[config.mk]
export PLATFORM = sky130hd
export DESIGN_NAME = adc_trim_dither_link_ctrl
export DESIGN_NICKNAME = d
export VERILOG_FILES = /design/src/hdl/adc_trim_dither_link_ctrl.v
export VERILOG_INCLUDE_DIRS = /design/src /design/src/hdl
export SDC_FILE = /design/constraint.sdc
export NUM_CORES = 1
export LEC_CHECK = 0
export ABC_AREA = 1
export BUFFER_PORTS_ARGS = -buffer_cell sky130_fd_sc_hd__buf_2
export CORE_MARGIN = 1.5
export CORE_UTILIZATION = 58
export CTS_CLUSTER_SIZE = 30
export DETAILED_ROUTE_END_ITERATION = 7
export PLACE_DENSITY = 0.86
export REMOVE_ABC_BUFFERS = 1
export SLEW_MARGIN = 20
export SYNTH_ARGS = -nofsm -noshare
export SYNTH_HDL_FRONTEND = slang
export SYNTH_SLANG_ARGS = --single-unit
[constraint.sdc]
create_clock -name core_clk_i -period 2.7 [get_ports core_clk_i]
set_clock_uncertainty 0.1 [all_clocks]
set_input_delay 0.54 -clock core_clk_i [delete_from_list [all_inputs] [get_ports core_clk_i]]
set_output_delay 0.54 -clock core_clk_i [all_outputs]
set_load 0.01 [all_outputs]
[src/hdl/trim_link_map.vh]
// Register offsets, field positions and reset values for the trim, dither, LSB and link enable bank
`ifndef TRIM_LINK_MAP_VH
`define TRIM_LINK_MAP_VH
`define ADDR_W 12
`define OFF_TRIM 12'h07F
`define OFF_DITHER 12'h09D
`define OFF_LSB_CTRL 12'h160
`define OFF_LINK_EN 12'h200
`define RST_TRIM 8'h00
`define RST_DITHER 8'h01
`define RST_LSB_CTRL 8'h00
`define RST_LINK_EN 8'h01
`define BIT_DITHER_ON 0
`define BIT_DITHER_AMP 1
`define BIT_ROUND_ERR 2
`define BIT_TIMESTAMP_ON 0
`define BIT_LINK_ON 0
`define SAMPLE_W 12
`define PIPE_DEPTH 4
`endif

[src/hdl/adc_trim_dither_link_ctrl.v]
// Register bank for input B trim, dither control, timestamp on sample LSB and serial link enable
// Overview of operation
// RQ1 - An 8-bit read/write input B termination trim loads the factory value at reset and may be overwritten; the code
// resets it to 8'h00 and takes the factory value on the first load request after reset, unless a trim write lands in that same cycle.
// RQ2 - Dither control bit 0 turns dither on and resets to one.
// RQ3 - Dither control bit 1 selects large dither when one and small dither, the reset value, when zero.
// RQ4 - Dither control bit 2 moves the rounding error from SNR to DC offset and the half and quarter rate spurs.
// RQ5 - With the timestamp enable set, each output sample carries the timestamp on its LSB.
// RQ6 - The timestamp is delayed by the same latency as the samples so it stays aligned.
// RQ7 - In 8-bit modes the LSB is replaced keeping seven data bits, in 12-bit modes keeping eleven.
// RQ8 - The control-bits-per-sample value advertised in lane alignment stays zero even with the timestamp on.
// RQ9 - Software sets the timestamp input receiver enable whenever it enables the timestamp.
// RQ10 - Serial link enable bit 0 enables the serial interface when one and resets to one.
// RQ11 - With the link enable zero the serial block is held in reset, serializers powered down, clocks gated.
// RQ12 - With the link enable zero the local multiframe counter is held in reset so SYSREF causes no alignment.
// RQ13 - Software clears the link enable before changing other serial link configuration.
// RQ14 - Software sets calibration enable before link enable and clears link enable before calibration enable.
// RQ15 - Every register, reserved bits included, reads back the last write and acts from the next clock edge; trim is overwritten by its first factory load.
`timescale 1ns/1ps
`include "trim_link_map.vh"
module adc_trim_dither_link_ctrl #(
	parameter [7:0] TRIM_FACTORY = 8'h00
) (
	input wire core_clk_i,
	input wire rst_n_i,
	input wire [`ADDR_W-1:0] addr_i,
	input wire [7:0] wdata_i,
	input wire wr_i,
	input wire rd_i,
	output wire [7:0] rdata_o,
	input wire fuse_load_i,
	input wire mode_8bit_i,
	input wire [`SAMPLE_W-1:0] sample_i,
	input wire timestamp_i,
	output wire [`SAMPLE_W-1:0] sample_o,
	output wire [7:0] input_b_termination_trim_o,
	output wire dither_on_o,
	output wire dither_amplitude_select_o,
	output wire rounding_error_target_o,
	output wire timestamp_on_lsb_o,
	output wire [1:0] ilas_control_bits_o,
	output wire serial_link_on_o,
	output wire link_reset_n_o,
	output wire serializer_power_o,
	output wire link_clk_enable_o,
	output wire mf_counter_reset_n_o
);
	reg [7:0] trim_q;
	reg [7:0] dither_q;
	reg [7:0] lsb_ctrl_q;
	reg [7:0] link_en_q;
	reg [7:0] rdata_q;
	reg [`SAMPLE_W-1:0] samp_pipe_q [0:`PIPE_DEPTH-1];
	reg [`PIPE_DEPTH-1:0] ts_pipe_q;
	reg [`SAMPLE_W-1:0] sample_q;
	reg fuse_seen_q;
	reg [7:0] trim_d;
	reg [7:0] dither_d;
	reg [7:0] lsb_ctrl_d;
	reg [7:0] link_en_d;
	reg [7:0] rdata_d;
	reg fuse_seen_d;
	reg [`SAMPLE_W-1:0] sample_d;
	wire [`SAMPLE_W-1:0] samp_last;
	wire ts_last;
	genvar g;

	function hit;
		input [`ADDR_W-1:0] a;
		input [`ADDR_W-1:0] off;
		begin
			hit = (a == off);
		end
	endfunction

	// Factory trim is taken on the first load request after reset only (see RQ1)
	always @* begin
		fuse_seen_d = fuse_seen_q;
		if (fuse_load_i) begin
			fuse_seen_d = 1'b1;
		end
	end

	// A write beats a factory load in the same cycle, but a write made before the first load is overwritten by it
	always @* begin
		trim_d = trim_q;
		if (wr_i && hit(addr_i, `OFF_TRIM)) begin
			trim_d = wdata_i; // see RQ1, RQ15
		end else if (fuse_load_i && !fuse_seen_q) begin
			trim_d = TRIM_FACTORY; // see RQ1
		end
	end

	// Reserved bits are stored too, so the dither, LSB control and link enable registers read back the last write (see RQ15)
	always @* begin
		dither_d = dither_q;
		lsb_ctrl_d = lsb_ctrl_q;
		link_en_d = link_en_q;
		if (wr_i && hit(addr_i, `OFF_DITHER)) begin
			dither_d = wdata_i; // see RQ2, RQ3, RQ4
		end
		if (wr_i && hit(addr_i, `OFF_LSB_CTRL)) begin
			lsb_ctrl_d = wdata_i; // see RQ5
		end
		if (wr_i && hit(addr_i, `OFF_LINK_EN)) begin
			link_en_d = wdata_i; // see RQ10
		end
	end

	always @(posedge core_clk_i or negedge rst_n_i) begin
		if (!rst_n_i) begin
			trim_q <= `RST_TRIM;
			dither_q <= `RST_DITHER; // see RQ2, RQ3
			lsb_ctrl_q <= `RST_LSB_CTRL;
			link_en_q <= `RST_LINK_EN; // see RQ10
			fuse_seen_q <= 1'b0;
		end else begin
			trim_q <= trim_d;
			dither_q <= dither_d;
			lsb_ctrl_q <= lsb_ctrl_d;
			link_en_q <= link_en_d;
			fuse_seen_q <= fuse_seen_d;
		end
	end

	// Read data stand one cycle after the strobe; unmapped addresses and idle cycles read zero
	always @* begin
		rdata_d = 8'h00;
		if (rd_i) begin
			if (hit(addr_i, `OFF_TRIM)) begin
				rdata_d = trim_q;
			end else if (hit(addr_i, `OFF_DITHER)) begin
				rdata_d = dither_q;
			end else if (hit(addr_i, `OFF_LSB_CTRL)) begin
				rdata_d = lsb_ctrl_q;
			end else if (hit(addr_i, `OFF_LINK_EN)) begin
				rdata_d = link_en_q;
			end else begin
				rdata_d = 8'h00;
			end
		end
	end

	always @(posedge core_clk_i or negedge rst_n_i) begin
		if (!rst_n_i) begin
			rdata_q <= 8'h00;
		end else begin
			rdata_q <= rdata_d; // see RQ15
		end
	end
	assign rdata_o = rdata_q;

	// Sample and timestamp share one pipeline so their latency is equal by construction (see RQ6)
	always @(posedge core_clk_i or negedge rst_n_i) begin
		if (!rst_n_i) begin
			samp_pipe_q[0] <= {`SAMPLE_W{1'b0}};
			ts_pipe_q[0] <= 1'b0;
		end else begin
			samp_pipe_q[0] <= sample_i;
			ts_pipe_q[0] <= timestamp_i;
		end
	end
	generate
		for (g = 1; g < `PIPE_DEPTH; g = g + 1) begin : stage
			always @(posedge core_clk_i or negedge rst_n_i) begin
				if (!rst_n_i) begin
					samp_pipe_q[g] <= {`SAMPLE_W{1'b0}};
					ts_pipe_q[g] <= 1'b0;
				end else begin
					samp_pipe_q[g] <= samp_pipe_q[g-1];
					ts_pipe_q[g] <= ts_pipe_q[g-1]; // see RQ6
				end
			end
		end
	endgenerate
	assign samp_last = samp_pipe_q[`PIPE_DEPTH-1];
	assign ts_last = ts_pipe_q[`PIPE_DEPTH-1];

	// 8-bit samples sit in the upper byte, so the marked LSB is bit 4 there (see RQ7)
	always @* begin
		sample_d = samp_last;
		if (lsb_ctrl_q[`BIT_TIMESTAMP_ON]) begin
			if (mode_8bit_i) begin
				sample_d = {samp_last[`SAMPLE_W-1:5], ts_last, 4'h0}; // see RQ5, RQ7
			end else begin
				sample_d = {samp_last[`SAMPLE_W-1:1], ts_last}; // see RQ5, RQ7
			end
		end
	end
	always @(posedge core_clk_i or negedge rst_n_i) begin
		if (!rst_n_i) begin
			sample_q <= {`SAMPLE_W{1'b0}};
		end else begin
			sample_q <= sample_d;
		end
	end
	assign sample_o = sample_q;

	assign input_b_termination_trim_o = trim_q;
	assign dither_on_o = dither_q[`BIT_DITHER_ON]; // see RQ2
	assign dither_amplitude_select_o = dither_q[`BIT_DITHER_AMP]; // see RQ3
	assign rounding_error_target_o = dither_q[`BIT_ROUND_ERR]; // see RQ4
	assign timestamp_on_lsb_o = lsb_ctrl_q[`BIT_TIMESTAMP_ON];
	// Never advertised, even with the timestamp on (see RQ8)
	assign ilas_control_bits_o = 2'h0;
	assign serial_link_on_o = link_en_q[`BIT_LINK_ON]; // see RQ10
	assign link_reset_n_o = link_en_q[`BIT_LINK_ON]; // see RQ11
	assign serializer_power_o = link_en_q[`BIT_LINK_ON]; // see RQ11
	assign link_clk_enable_o = link_en_q[`BIT_LINK_ON]; // see RQ11
	assign mf_counter_reset_n_o = link_en_q[`BIT_LINK_ON]; // see RQ12
endmodule

==> impl_metrics.tcl <==
set metrics [dict create \
    port_buffers 75 \
    cts.htree.levels 3 \
    clock_latency_ns 0.36 \
    p_per_area_nw_per_um2 628.6 \
    dieHeight_um 83.54 \
    layout.nets 437 \
    dp_hpwl_um 4683 \
    maxSlewViolCount 0 \
    fmax_ghz 0.5628 \
    gp_congestion 0.8535 \
    yosysUniqueCellTypes 24 \
    drive_above_1_share_pct 29.28 \
    fin_crit_ns 1.777 \
    ys_seq_elements 105 \
    crit_type "primary input to register" \
    yosys.area.top_type_share_pct 68.51 \
    clkTransAtPathRegs_ns 0.10 \
    synth_most_common_cell "dfrtp_1" \
    cp-start-kind "primary input" \
    cts_made_buffers 9 \
    max_cap_violations 0 \
    netlist_instances 323 \
    antenna_found_initial 0 \
    postCtsResizedCells 0 \
    clock-sinks 105 \
    ir_worst_vdd_mv 0.3643 \
    maxSlewHeadroom_pct 56.65 \
    drt-total-wl_um 7055 \
    first_iter_violations 263 \
    yosysWarnings 0 \
    finalHoldViolCount 0 \
    holdWs_ns 0.1037 \
    start_util_pct 59.59 \
    post_drt_via_cell_ratio 5.381 \
    rows 29 \
    setup_viol 0 \
    required_ns 2.86 \
    core_um2 6314 \
    ios 78 \
    yosys.area.top_type "dfrtp_1" \
    final_cells 480 \
    vias 2583 \
    synth_ff_type "dfrtp_1" \
    fp.dieArea_um2 6979 \
    rsz0062_at_grt "no" \
    seq_area_frac_synth_pct 69.90 \
    holdBufCountCts 0 \
    synth_edf_count 0 \
    grt_pass1_vias 2456 \
    synth_common_cells "dfrtp_1 (103), nand2_1 (49), nand3_1 (42)" \
    post_cts_buffers 0 \
    dr.pass1.iters 5 \
    synthArstFlopShare_pct 100.0 \
    root_buffer "clkbuf_8" \
    fin_tns_setup_ns 0 \
    p_leak_nw 2.180 \
    die_w_um 83.54 \
    area_growth_syn_to_layout_pct 16.13 \
    drc 0 \
    final_antenna_net_count 0 \
    place_inst 464 \
    worstMarginPinSlew_ns 0.6503 \
    grt_usage_pct 21.78 \
    cp.arrival_ns 1.94 \
    syn_area_um2 3762 \
    avgSynthCellArea_um2 11.65 \
    min_path_type "primary input to async pin" \
    routedWlPerCell_um 14.70 \
    diodes 0 \
    globalRoute.totalOverflow 0 \
    cts_tree "yes" \
    critical_path.max_fanout 16 \
    grt_pass1_wl_um 11710 \
    status "finished, final reports clean" \
    yosys-top-cells-area "dfrtp_1 (69%), nand3_1 (5.6%), nand2_1 (4.9%)" \
    end_kind "register" \
    clockBufferDepth 2 \
    min_period_over_period_pct 65.81 \
    grt_max_degree 56 \
]
-- cells in the final DEF, fill, tap and decap left out --
master / synthesis / final
clkinvlp_4: 0 / 2
a21oi_1: 8 / 8
nor2_1: 10 / 10
inv_8: 0 / 1
nor3b_4: 1 / 1
nand3_2: 1 / 1
or2_2: 1 / 1
nand2_2: 4 / 4
clkinv_8: 0 / 1
dfrtp_1: 103 / 103
inv_1: 34 / 34
o21ai_1: 9 / 9
nor2_2: 2 / 2
o21ai_2: 8 / 8
buf_12: 0 / 1
nor2_4: 3 / 3
clkbuf_8: 0 / 9
buf_2: 3 / 74
conb_1: 1 / 2
o31ai_1: 1 / 1
buf_4: 8 / 2
nand4_1: 2 / 2
inv_6: 0 / 1
dfstp_2: 2 / 2
and2_1: 1 / 1
nand3_4: 3 / 3
nand3_1: 42 / 42
o21ai_0: 24 / 24
clkinv_2: 0 / 1
nand2_1: 49 / 49
bufinv_16: 0 / 1
-- per-layer routing --
| layer | wire [µm] | up-vias | GRT usage [%] |
|---|---|---|---|
| met4 | 159 | 0 | 11.62 |
| met1 | 2927 | 1250 | 30.82 |
| met5 | 0 | - | 0 |
| li1 | - | 1188 | - |
| met2 | 3511 | 127 | 33.56 |
| met3 | 456 | 18 | 2.770 |
-- registers in the layout, indices dropped and copies added, names as in the netlist --
name,count
sample_o,12
link_en_q,8
dither_q,8
rdata_o,8
lsb_ctrl_q,8
samp_pipe_q,36
fuse_seen_q,1
ts_pipe_q,3
samp_last,12
ts_last,1
input_b_termination_trim_o,8
-- through the flow --
stage	utilization (%)	area, µm²	power, mW	worst slack (ns)
2_1_floorplan	-	3657	1.698	0.8482
3_3_place_gp	65.87	4159	1.781	0.6065
4_1_cts	69.20	4369	2.771	0.9453
6_report	69.20	4369	2.747	0.9232
5_1_grt	69.20	4369	2.845	0.7848
3_5_place_dp	65.87	4159	1.790	0.5840
-- worst max-delay path: stages --
cell and delay, ns:
buf_2 0.11, nor2_2 0.12, nor3b_4 0.54, nand3_4 0.37, nand2_1 0.18, o21ai_2 0.06
-- kinds of logic (layout without fill, tap and decap cells) --
group	after synthesis	in the layout	synth area share, %
other	1	2	0.09967
buffers and inverters	48	127	6.285
and+or+nand+nor	119	119	16.20
DFF	105	105	69.90
AOI/OAI and AO/OA	50	50	7.516
-- report_power, final --
group | switching [mW] | internal [mW] | leakage [nW] | total, mW
Clock | 0.546 | 0.444 | 0.101 | 0.991
Combinational | 0.0810 | 0.0401 | 0.773 | 0.121
Sequential | 0.0134 | 1.62 | 1.31 | 1.63
-- worst paths after layout --
kind / endpoint / start / slack, ns / depth (start not counted)
max reg2reg: rdata_o[0]$_DFF_PN0_ / link_en_q[0]$_DFFE_PN1P_ / 1.53 / 4
min: input_b_termination_trim_o[7]$_DFFE_PN0P_ / rst_n_i / 0.10 / 1
max in group asynchronous: samp_pipe_q[31]$_DFF_PN0_ / rst_n_i / 1.69 / 2
max: dither_q[2]$_DFFE_PN0P_ / addr_i[6] / 0.92 / 6
min in group core_clk_i: samp_pipe_q[37]$_DFF_PN0_ / sample_i[1] / 0.17 / 1
min reg2reg: ts_pipe_q[2]$_DFF_PN0_ / ts_pipe_q[1]$_DFF_PN0_ / 0.25 / 0
-- final cells by class --
type                    instances  area [µm²]
clock buffers                   9       123.9
clock inverters                 7       86.33
fillers                       473        1944
inverters                      34       127.6
multi-input cells             171       899.6
flip-flops and latches        105        2630
well taps                      77       96.34
repair buffers                 77       405.4
(Power assumes the default switching activity.)
